===== src/cle_map.svh =====
// Axis parameter numbers, reset values and field widths of the closed-loop encoder block.
// Assumes the includer supplies the clock; definitions only.
`ifndef CLE_MAP_SVH
`define CLE_MAP_SVH
`define CLE_AP_GAMMA_VMIN 8'h6C
`define CLE_AP_GAMMA_VMAX 8'h6D
`define CLE_AP_GAMMA_MAX 8'h6E
`define CLE_AP_BETA 8'h6F
`define CLE_AP_CUR_MIN 8'h71
`define CLE_AP_CUR_MAX 8'h72
`define CLE_AP_UP_DELAY 8'h78
`define CLE_AP_DOWN_DELAY 8'h79
`define CLE_AP_CL_ENABLE 8'h81
`define CLE_AP_INIT_DONE 8'h85
`define CLE_AP_POS_WINDOW 8'h86
`define CLE_AP_STALL_LOAD 8'hAE
`define CLE_AP_STALL_SPEED 8'hB5
`define CLE_AP_FULL_STEPS 8'hCA
`define CLE_AP_ENC_POS 8'hD1
`define CLE_AP_ENC_RES 8'hD2
`define CLE_AP_MAX_DEV 8'hD4
`define CLE_RST_FULL_STEPS 32'h0000_00C8
`define CLE_RST_ENC_RES 32'h0000_0190
`define CLE_RST_BETA 32'h0000_00FF
`define CLE_RST_GAMMA_MAX 32'h0000_00FF
`define CLE_RST_CUR_MIN 32'h0000_0000
`define CLE_RST_CUR_MAX 32'h0000_00FF
`define CLE_RST_UP_DELAY 32'h0000_03E8
`define CLE_RST_DOWN_DELAY 32'h0000_2710
`define CLE_RST_POS_WINDOW 32'h0000_0064
`define CLE_MICROSTEPS 32'h0000_0100
`define CLE_INIT_CYCLES 16'h0400
`define CLE_ANGLE_W 10
`define CLE_ANGLE_90 10'h100
`define CLE_ANGLE_180 10'h200
`endif


===== src/cle_pkg.sv =====
// Types shared by the closed-loop encoder block.
// No dependencies.
package cle_pkg;
	typedef enum logic [3:0]
	{
		CLE_OPEN = 4'h1,
		CLE_INIT = 4'h2,
		CLE_RUN = 4'h4,
		CLE_CATCH = 4'h8
	} cle_loop_type;
endpackage


===== src/cle_quad.sv =====
// Quadrature decoder with a signed step accumulator.
// Assumes phase inputs already synchronous to ref_clk.
`timescale 1ns/10ps
`include "cle_map.svh"
module cle_quad
(
	input wire logic ref_clk,
	input wire logic rst_n,
	input wire logic enc_a,
	input wire logic enc_b,
	output logic signed [31:0] count_out,
	output logic step_out,
	output logic dir_neg_out
);
	typedef struct packed
	{
		logic [1:0] ab;
		logic signed [31:0] count;
		logic step;
		logic neg;
	} cle_quad_state_type;
	cle_quad_state_type state_reg;
	cle_quad_state_type state_next;

	always_comb
	begin
		state_next = state_reg;
		state_next.ab = {enc_a, enc_b};
		state_next.step = 1'b0;
		// Direction from which phase leads; double changes are illegal and dropped
		if (({enc_a, enc_b} ^ state_reg.ab) == 2'b01 || ({enc_a, enc_b} ^ state_reg.ab) == 2'b10)
		begin
			state_next.step = 1'b1;
			state_next.neg = state_reg.ab[1] ^ enc_b;
			state_next.count = state_next.neg ? state_reg.count - 32'sh1 : state_reg.count + 32'sh1;
		end
	end

	always_ff @(posedge ref_clk)
	begin
		if (!rst_n)
		begin
			state_reg <= '0;
		end
		else
		begin
			state_reg <= state_next;
		end
	end

	assign count_out = state_reg.count;
	assign step_out = state_reg.step;
	assign dir_neg_out = state_reg.neg;
endmodule


===== src/cle_scale.sv =====
// Rescales raw encoder counts to microsteps by a running remainder (no divider).
// Each encoder step adds full_steps*256 to a remainder; whole encoder revolutions worth emit microsteps.
`timescale 1ns/10ps
`include "cle_map.svh"
module cle_scale
(
	input wire logic ref_clk,
	input wire logic rst_n,
	input wire logic step_in,
	input wire logic neg_in,
	input wire logic [31:0] full_steps,
	input wire logic [31:0] enc_res,
	input wire logic load,
	input wire logic signed [31:0] load_value,
	output logic signed [31:0] pos_out
);
	typedef struct packed
	{
		logic [39:0] acc;
		logic [1:0] pend;
		logic neg;
		logic signed [31:0] pos;
	} cle_scale_state_type;
	cle_scale_state_type state_reg;
	cle_scale_state_type state_next;
	logic [39:0] inc;

	always_comb
	begin
		inc = {full_steps, 8'h00};
		state_next = state_reg;
		if (load)
		begin
			state_next.pos = load_value;
			state_next.acc = '0;
			state_next.pend = 2'b00;
		end
		else
		begin
			// Emit and accumulate in the same cycle so a step arriving mid-burst is not lost
			if (state_reg.acc >= {8'h00, enc_res} && enc_res != 32'h0)
			begin
				state_next.acc = state_reg.acc - {8'h00, enc_res};
				state_next.pos = state_reg.neg ? state_reg.pos - 32'sh1 : state_reg.pos + 32'sh1;
			end
			if (step_in)
			begin
				if (neg_in != state_reg.neg)
				begin
					// Limitation: a reversal discards what is left of the old direction
					state_next.acc = inc;
					state_next.neg = neg_in;
				end
				else
				begin
					state_next.acc = state_next.acc + inc;
				end
			end
		end
	end

	always_ff @(posedge ref_clk)
	begin
		if (!rst_n)
		begin
			state_reg <= '0;
		end
		else
		begin
			state_reg <= state_next;
		end
	end

	assign pos_out = state_reg.pos;
endmodule


===== src/cle_top.sv =====
// Closed-loop encoder supervision for one axis: parameters, position, load angle, current, stall.
// Host drives set/get axis parameter strobes synchronous to ref_clk; encoder phases already synchronous.
`timescale 1ns/10ps
`include "cle_map.svh"
module cle_top
(
	input wire logic ref_clk,
	input wire logic rst_n,
	input wire logic set_axis_parameter_cmd,
	input wire logic get_axis_parameter_cmd,
	input wire logic [7:0] param_num,
	input wire logic [31:0] param_wdata,
	input wire logic enc_a,
	input wire logic enc_b,
	input wire logic ref_search_done,
	input wire logic signed [31:0] target_pos,
	input wire logic signed [31:0] ramp_pos,
	input wire logic [31:0] actual_speed,
	input wire logic [9:0] drive_angle,
	input wire logic [9:0] rotor_angle,
	input wire logic [9:0] load_value,
	output logic [31:0] param_rdata,
	output logic param_rvalid,
	output logic motor_stop,
	output logic deviation_stop,
	output logic stall_stop,
	output logic target_reached,
	output logic catch_up,
	output logic init_done,
	output logic [9:0] commut_angle,
	output logic [7:0] current_scale
);
	typedef struct packed
	{
		cle_pkg::cle_loop_type loop;
		logic [15:0] init_cnt;
		logic [31:0] full_steps;
		logic [31:0] enc_res;
		logic [31:0] max_dev;
		logic [31:0] beta;
		logic [31:0] gamma_max;
		logic [31:0] gamma_vmin;
		logic [31:0] gamma_vmax;
		logic [7:0] cur_min;
		logic [7:0] cur_max;
		logic [31:0] up_delay;
		logic [31:0] down_delay;
		logic [31:0] pos_window;
		logic [9:0] stall_load;
		logic [31:0] stall_speed;
		logic [31:0] delay_cnt;
		logic [7:0] cur;
		logic [9:0] angle;
		logic [31:0] rdata;
		logic rvalid;
		logic dev_stop;
		logic stl_stop;
		logic reached;
		logic init_ok;
		logic stop;
		logic catching;
	} cle_top_state_type;
	cle_top_state_type state_reg;
	cle_top_state_type state_next;

	logic signed [31:0] raw_count;
	logic enc_step;
	logic enc_neg;
	logic signed [31:0] enc_pos;
	logic enc_load;
	logic signed [31:0] enc_load_value;
	logic [9:0] load_angle;
	logic [9:0] limit_angle;
	logic [9:0] gamma_angle;
	logic [7:0] cur_demand;
	logic [31:0] pos_err;
	logic [31:0] follow_err;

	function automatic logic [31:0] cle_abs_diff(input logic signed [31:0] a, input logic signed [31:0] b);
		logic signed [31:0] d;
		d = a - b;
		return d[31] ? 32'(-d) : 32'(d);
	endfunction

	function automatic logic [9:0] cle_sat_angle(input logic [31:0] v);
		return (v > 32'h3FF) ? 10'h3FF : v[9:0];
	endfunction

	cle_quad quad_inst
	(
		.ref_clk(ref_clk),
		.rst_n(rst_n),
		.enc_a(enc_a),
		.enc_b(enc_b),
		.count_out(raw_count),
		.step_out(enc_step),
		.dir_neg_out(enc_neg)
	);

	cle_scale scale_inst
	(
		.ref_clk(ref_clk),
		.rst_n(rst_n),
		.step_in(enc_step),
		.neg_in(enc_neg),
		.full_steps(state_reg.full_steps),
		.enc_res(state_reg.enc_res),
		.load(enc_load),
		.load_value(enc_load_value),
		.pos_out(enc_pos)
	);

	// Reference search zeroing wins over a host write in the same cycle
	always_comb
	begin
		enc_load = ref_search_done || (set_axis_parameter_cmd && param_num == `CLE_AP_ENC_POS);
		enc_load_value = ref_search_done ? 32'sh0 : $signed(param_wdata);
	end

	// Load angle, beta limit (255 maps to 90 degrees) and field weakening
	always_comb
	begin
		load_angle = drive_angle - rotor_angle;
		if (load_angle[9])
		begin
			load_angle = 10'(-load_angle);
		end
		limit_angle = cle_sat_angle((state_reg.beta * 32'(`CLE_ANGLE_90)) / 32'h0000_00FF);
		gamma_angle = limit_angle;
		if (actual_speed > state_reg.gamma_vmin && state_reg.gamma_vmax > state_reg.gamma_vmin)
		begin
			// Linear rise from beta toward 180 degrees, capped by gamma maximum
			if (actual_speed >= state_reg.gamma_vmax)
			begin
				gamma_angle = `CLE_ANGLE_180;
			end
			else
			begin
				gamma_angle = cle_sat_angle(32'(limit_angle) + (((actual_speed - state_reg.gamma_vmin) >> 8)
					* 32'(`CLE_ANGLE_90)) / (((state_reg.gamma_vmax - state_reg.gamma_vmin) >> 8) | 32'h1));
			end
			if (gamma_angle > cle_sat_angle(32'(`CLE_ANGLE_90) + ((state_reg.gamma_max * 32'(`CLE_ANGLE_90))
				/ 32'h0000_00FF)))
			begin
				gamma_angle = cle_sat_angle(32'(`CLE_ANGLE_90) + ((state_reg.gamma_max * 32'(`CLE_ANGLE_90))
					/ 32'h0000_00FF));
			end
		end
		// Demand scales with load angle over the beta span, clamped
		cur_demand = (limit_angle == 10'h0) ? state_reg.cur_max
			: 8'(((32'(load_angle) * 32'h0000_00FF) / 32'(limit_angle)) > 32'hFF ? 32'hFF
			: ((32'(load_angle) * 32'h0000_00FF) / 32'(limit_angle)));
		if (cur_demand < state_reg.cur_min)
		begin
			cur_demand = state_reg.cur_min;
		end
		if (cur_demand > state_reg.cur_max)
		begin
			cur_demand = state_reg.cur_max;
		end
		pos_err = cle_abs_diff(target_pos, enc_pos);
		follow_err = cle_abs_diff(ramp_pos, enc_pos);
	end

	always_comb
	begin
		state_next = state_reg;
		state_next.rvalid = 1'b0;
		if (set_axis_parameter_cmd)
		begin
			unique case (param_num)
				`CLE_AP_FULL_STEPS: state_next.full_steps = param_wdata;
				`CLE_AP_ENC_RES: state_next.enc_res = param_wdata;
				`CLE_AP_MAX_DEV: state_next.max_dev = param_wdata;
				`CLE_AP_BETA: state_next.beta = param_wdata;
				`CLE_AP_GAMMA_MAX: state_next.gamma_max = param_wdata;
				`CLE_AP_GAMMA_VMIN: state_next.gamma_vmin = param_wdata;
				`CLE_AP_GAMMA_VMAX: state_next.gamma_vmax = param_wdata;
				`CLE_AP_CUR_MIN: state_next.cur_min = param_wdata[7:0];
				`CLE_AP_CUR_MAX: state_next.cur_max = param_wdata[7:0];
				`CLE_AP_UP_DELAY: state_next.up_delay = param_wdata;
				`CLE_AP_DOWN_DELAY: state_next.down_delay = param_wdata;
				`CLE_AP_POS_WINDOW: state_next.pos_window = param_wdata;
				`CLE_AP_STALL_LOAD: state_next.stall_load = param_wdata[9:0];
				`CLE_AP_STALL_SPEED: state_next.stall_speed = param_wdata;
				`CLE_AP_CL_ENABLE:
				begin
					// Enabling restarts init unless the loop case below overrides it (INIT keeps counting); a fresh enable clears stops whose fault is gone
					state_next.loop = param_wdata[0] ? cle_pkg::CLE_INIT : cle_pkg::CLE_OPEN;
					state_next.init_cnt = 16'h0;
					state_next.init_ok = 1'b0;
					state_next.dev_stop = 1'b0;
					state_next.stl_stop = 1'b0;
				end
				default: ;
			endcase
		end
		if (get_axis_parameter_cmd)
		begin
			state_next.rvalid = 1'b1;
			unique case (param_num)
				`CLE_AP_FULL_STEPS: state_next.rdata = state_reg.full_steps;
				`CLE_AP_ENC_RES: state_next.rdata = state_reg.enc_res;
				`CLE_AP_ENC_POS: state_next.rdata = enc_pos;
				`CLE_AP_MAX_DEV: state_next.rdata = state_reg.max_dev;
				`CLE_AP_BETA: state_next.rdata = state_reg.beta;
				`CLE_AP_GAMMA_MAX: state_next.rdata = state_reg.gamma_max;
				`CLE_AP_GAMMA_VMIN: state_next.rdata = state_reg.gamma_vmin;
				`CLE_AP_GAMMA_VMAX: state_next.rdata = state_reg.gamma_vmax;
				`CLE_AP_CUR_MIN: state_next.rdata = {24'h0, state_reg.cur_min};
				`CLE_AP_CUR_MAX: state_next.rdata = {24'h0, state_reg.cur_max};
				`CLE_AP_UP_DELAY: state_next.rdata = state_reg.up_delay;
				`CLE_AP_DOWN_DELAY: state_next.rdata = state_reg.down_delay;
				`CLE_AP_POS_WINDOW: state_next.rdata = state_reg.pos_window;
				`CLE_AP_STALL_LOAD: state_next.rdata = {22'h0, state_reg.stall_load};
				`CLE_AP_STALL_SPEED: state_next.rdata = state_reg.stall_speed;
				`CLE_AP_CL_ENABLE: state_next.rdata = {31'h0, state_reg.loop != cle_pkg::CLE_OPEN};
				`CLE_AP_INIT_DONE: state_next.rdata = {31'h0, state_reg.init_ok};
				default: state_next.rdata = 32'h0;
			endcase
		end

		unique case (state_reg.loop)
			cle_pkg::CLE_OPEN: ;
			cle_pkg::CLE_INIT:
			begin
				state_next.init_cnt = state_reg.init_cnt + 16'h1;
				if (state_reg.init_cnt == `CLE_INIT_CYCLES)
				begin
					state_next.init_ok = 1'b1;
					state_next.loop = cle_pkg::CLE_RUN;
				end
			end
			cle_pkg::CLE_RUN:
			begin
				// Ramp lost to load: switch to catch-up until the error shrinks
				if (follow_err > state_reg.pos_window && !state_reg.dev_stop)
				begin
					state_next.loop = cle_pkg::CLE_CATCH;
				end
			end
			cle_pkg::CLE_CATCH:
			begin
				if (follow_err <= state_reg.pos_window)
				begin
					state_next.loop = cle_pkg::CLE_RUN;
				end
			end
			default: state_next.loop = cle_pkg::CLE_OPEN;
		endcase

		// Angle and current loops update every cycle, independent of the ramp
		if (state_reg.loop == cle_pkg::CLE_RUN || state_reg.loop == cle_pkg::CLE_CATCH)
		begin
			state_next.angle = (load_angle >= limit_angle) ? gamma_angle : load_angle;
		end
		else
		begin
			state_next.angle = `CLE_ANGLE_90;
		end
		if (cur_demand == state_reg.cur)
		begin
			state_next.delay_cnt = 32'h0;
		end
		else if (state_reg.delay_cnt >= ((cur_demand > state_reg.cur) ? state_reg.up_delay : state_reg.down_delay))
		begin
			state_next.delay_cnt = 32'h0;
			state_next.cur = (cur_demand > state_reg.cur) ? state_reg.cur + 8'h1 : state_reg.cur - 8'h1;
		end
		else
		begin
			state_next.delay_cnt = state_reg.delay_cnt + 32'h1;
		end

		state_next.reached = pos_err <= state_reg.pos_window;
		// Zero limit disables the deviation stop
		if (state_reg.max_dev != 32'h0 && follow_err > state_reg.max_dev)
		begin
			state_next.dev_stop = 1'b1;
		end
		// Low load value means high load; zero is full load
		if (state_reg.stall_speed != 32'h0 && actual_speed > state_reg.stall_speed
			&& load_value <= state_reg.stall_load)
		begin
			state_next.stl_stop = 1'b1;
		end
		// Registered copies so these outputs come straight from flops
		state_next.stop = state_next.dev_stop | state_next.stl_stop;
		state_next.catching = state_next.loop == cle_pkg::CLE_CATCH;
	end

	always_ff @(posedge ref_clk)
	begin
		if (!rst_n)
		begin
			state_reg <= '0;
			state_reg.loop <= cle_pkg::CLE_OPEN;
			state_reg.full_steps <= `CLE_RST_FULL_STEPS;
			state_reg.enc_res <= `CLE_RST_ENC_RES;
			state_reg.beta <= `CLE_RST_BETA;
			state_reg.gamma_max <= `CLE_RST_GAMMA_MAX;
			state_reg.cur_min <= 8'(`CLE_RST_CUR_MIN);
			state_reg.cur_max <= 8'(`CLE_RST_CUR_MAX);
			state_reg.up_delay <= `CLE_RST_UP_DELAY;
			state_reg.down_delay <= `CLE_RST_DOWN_DELAY;
			state_reg.pos_window <= `CLE_RST_POS_WINDOW;
			state_reg.angle <= `CLE_ANGLE_90;
		end
		else
		begin
			state_reg <= state_next;
		end
	end

	assign param_rdata = state_reg.rdata;
	assign param_rvalid = state_reg.rvalid;
	assign motor_stop = state_reg.stop;
	assign deviation_stop = state_reg.dev_stop;
	assign stall_stop = state_reg.stl_stop;
	assign target_reached = state_reg.reached;
	assign catch_up = state_reg.catching;
	assign init_done = state_reg.init_ok;
	assign commut_angle = state_reg.angle;
	assign current_scale = state_reg.cur;
endmodule

===== config.mk =====
export PLATFORM = sky130hd
export DESIGN_NAME = cle_top
export DESIGN_NICKNAME = d
export VERILOG_FILES = /design/src/cle_pkg.sv /design/src/cle_quad.sv /design/src/cle_scale.sv /design/src/cle_top.sv
export VERILOG_INCLUDE_DIRS = /design/src /design/src/src
export SDC_FILE = /design/constraint.sdc
export NUM_CORES = 2
export LEC_CHECK = 0
export BUFFER_PORTS_ARGS = -buffer_cell sky130_fd_sc_hd__buf_2
export CAP_MARGIN = 30
export CORE_UTILIZATION = 30
export CTS_CLUSTER_DIAMETER = 50
export CTS_CLUSTER_SIZE = 12
export DETAILED_ROUTE_END_ITERATION = 12
export GPL_ROUTABILITY_DRIVEN = 0
export PLACE_DENSITY_LB_ADDON = 0.15
export SETUP_SLACK_MARGIN = 0.5
export SLEW_MARGIN = 10
export SYNTH_ARGS = -nofsm -noshare
export SYNTH_HDL_FRONTEND = slang
export SYNTH_SLANG_ARGS = --single-unit

===== constraint.sdc =====
create_clock -name ref_clk -period 221.3 [get_ports ref_clk]
set_input_delay 55.325 -clock ref_clk [delete_from_list [all_inputs] [get_ports ref_clk]]
set_output_delay 55.325 -clock ref_clk [all_outputs]
set_load 0.01 [all_outputs]

==> metrics.md <==
| Metric | Value |
|---|---|
| Status | complete, no violations |
| Synth top area share | 0.172 |
| Synth Area in Simple Gates | 0.247 |
| First-pass GRT wire length | 567 mm |
| GRT Util Overall | 0.232 |
| Post-route ant nets | 0 |
| Post-synth EDFFs | 0 |
| Mapped Area | 93600 µm² |
| Hold Crit Class | flop to flop |
| Synth cell types | 165 |
| Slew @ Worst Pin | 1.36 ns |
| Area growth from synthesis to layout | 9.73% |
| Sequential fraction of the synthesis area | 0.121 |
| Post-synthesis adder-cell area fraction | 0.185 |
| GRT overflow | 0 |
| WL final | 380 mm |
| Fin. Hold Viols | 0 |
| Max_cap viols | 0 |
| Most common cell on crit path | o21a_1 |
| DRT iter0 DRCs | 8131 |
| Most frequent cells after synthesis | nand2_1 (1590), a21oi_1 (1334), ha_1 (1284) |
| Vias in the first global route | 88451 |
| Post-Syn Area per Cell | 7.16 µm² |
| Worst setup SP type | input pin |
| Core Area | 310000 µm² |
| Die Area | 314000 µm² |
| Critical path arrival | 179.37 ns |
| Die height | 561 µm |
| Inserted Clock Buffers | 97 |
| Top_reg_cell synth | dfxtp_1 |
| Tcrit/Tclk final | 0.808 |
| Dominant cell type by area after synthesis | ha_1 |
| Routed len/inst | 22.0 µm |
| Crit-path slowest cell | a211o_1 |
| CTS tree | yes |
| Endpoints failing setup | 0 |
| Max-slew violations | 0 |
| CTS Buffer Depth | 3 |
| Post-route minimum period | 178.76 ns |
| Worst skew pair latency | 0.80 ns |
| Crit end category | flop |
| Sink Count | 564 |
| Synth async-reset ratio | 0 |
| Compound-Gate Fraction of Synth Area | 0.274 |
| Rel. slew slack | 0.0936 |
| CTS-repair resized insts | 0 |
| Largest net degree at the start of global routing | 84 |
| Xor and xnor area share after synthesis | 0.0770 |
| Slowest cell delay on critical path | 0.66 ns |
| YS warnings | 0 |
| Hold Buf Count CTS | 0 |
| Htree depth | 3 |
| Most numerous cell in the Yosys netlist | nand2_1 |
| Crit-path max FO | 47 |
| RSZ-0062 raised after global routing | no |
| 1st-pass router iterations | 11 |
| Synth top area cells | ha_1 (17%), dfxtp_1 (12%), a21oi_1 (7.1%), nand2_1 (6.4%), xnor2_1 (5.1%) |
| Setup ws final | 42.54 ns |
| Pre-CTS setup slack | 42.34 ns |
| Clock transition at path regs | 0.06 ns |
| Die Width | 561 µm |
| Yosys reg bits | 564 |
| Layout cells sized above 1 | 0.0845 |
| Residual DRC | 0 |
| Detailed Place HPWL | 304 mm |
| Nets | 14549 |
| Max reg flops | 430 |
| Fin Hold WS | 0.456 ns |
| F_max | 0.00559 GHz |
| Initial antenna violation count | 46 |
| Clock Skew | 0.107 ns |
| CTS root buffer | clkbuf_16 |
| Setup repair bufs after CTS | 0 |
| Worst Path Required | 221.91 ns |
| FP Rows | 204 |
| Setup TNS | 0 ns |
| Crit Path Class | input pin to flop |
| IO Port Bufs | 229 |
| Starting Density | 0.302 |
| Largest family of logic cells by synthesized area | compound AO/OA/AOI/OAI gates |
| Syn Inst Count | 13079 |
| Via count | 95274 |
| # IOs | 230 |
| Mux contribution to synthesized area | 0.0369 |
| Fillers | 33463 |
| DR vias/cell | 5.52 |
-- path summary, 6_finish.rpt --
| check | startpoint | endpoint | slack, ns | depth (start not counted) |
|---|---|---|---|---|
| max | actual_speed[1] | commut_angle[6] | 42.54 | 635 |
| min | state_reg[331] | state_reg[331] | 0.46 | 2 |
| max reg2reg | state_reg[355] | state_reg[71] | 81.33 | 642 |
| min reg2reg | state_reg[331] | state_reg[331] | 0.46 | 2 |
-- layout by cell type, fill, tap and decap left out, drive strengths merged, types with 89 or more instances in the layout --
master     n
xnor2    545
a21o     205
nand3    301
o21bai   223
mux2     181
a211oi   113
and2     124
nand2   1595
or2       97
dfxtp    564
or3      100
nand2b   198
nor2b    187
a21oi   1349
a31oi    101
inv      799
nor2    1037
o21a     442
and3     113
ha      1284
o21ai    541
xor2     275
o31ai    231
clkbuf   111
nor4     114
o211ai    89
buf      401
mux2i    125
nand4    213
nor3     564
-- metrics by stage --
step | util | cell area (µm²) | cells
6_report | 0.332 | 103000 | 17253
5_1_grt | 0.332 | 103000 | 17241
4_1_cts | 0.332 | 103000 | 17231
3_5_place_dp | 0.320 | 99100 | 17054
3_3_place_gp | 0.319 | 98900 | 17039
2_1_floorplan | - | 93700 | 13092
-- area by class of cell --
type                            count  area, µm²  area share
Tap cell                         4120       5150      0.0502
Multi-Input combinational cell  11187      77200       0.751
Sequential cell                   564      11300       0.110
Antenna cell                       19       47.5    0.000463
Inverter                          782       2940      0.0286
Clock buffer                      109       2560      0.0250
Clock inverter                     68       1060      0.0103
Timing Repair Buffer              404       2490      0.0242
-- logic make-up (layout without fill, tap and decap cells) --
logic type,Yosys count,count (layout)
AO/OA/AOI/OAI,3882,3882
XOR/XNOR,820,820
adder cells (fa/ha/maj),1353,1353
buffers and inverters,1341,1363
flip-flops,564,564
multiplexers,312,312
other,1,33
AND/OR/NAND/NOR,4806,4806
-- worst max-delay path: cells and delay by family --
family | cells | cell delay (ns)
AO/OA/AOI/OAI | 436 | 82.75
XOR/XNOR | 13 | 2.78
adder cells (fa/ha/maj) | 36 | 11.10
buffers and inverters | 34 | 6.79
multiplexers | 12 | 4.49
AND/OR/NAND/NOR | 104 | 15.77
-- metal layers --
metal | GRT usage | vias up | routed length (µm) | share of wire
met4 | 0.0714 | 24 | 12900 | 0.034
met1 | 0.325 | 44586 | 179000 | 0.47
li1 | - | 47501 | - | -
met5 | 0 | - | 153 | 0.00040
met2 | 0.363 | 2666 | 163000 | 0.43
met3 | 0.0332 | 497 | 24700 | 0.065
Power is left out: the tool's default activity adds up to more than one toggle a clock period on the data nets, which glitch-free logic cannot reach.
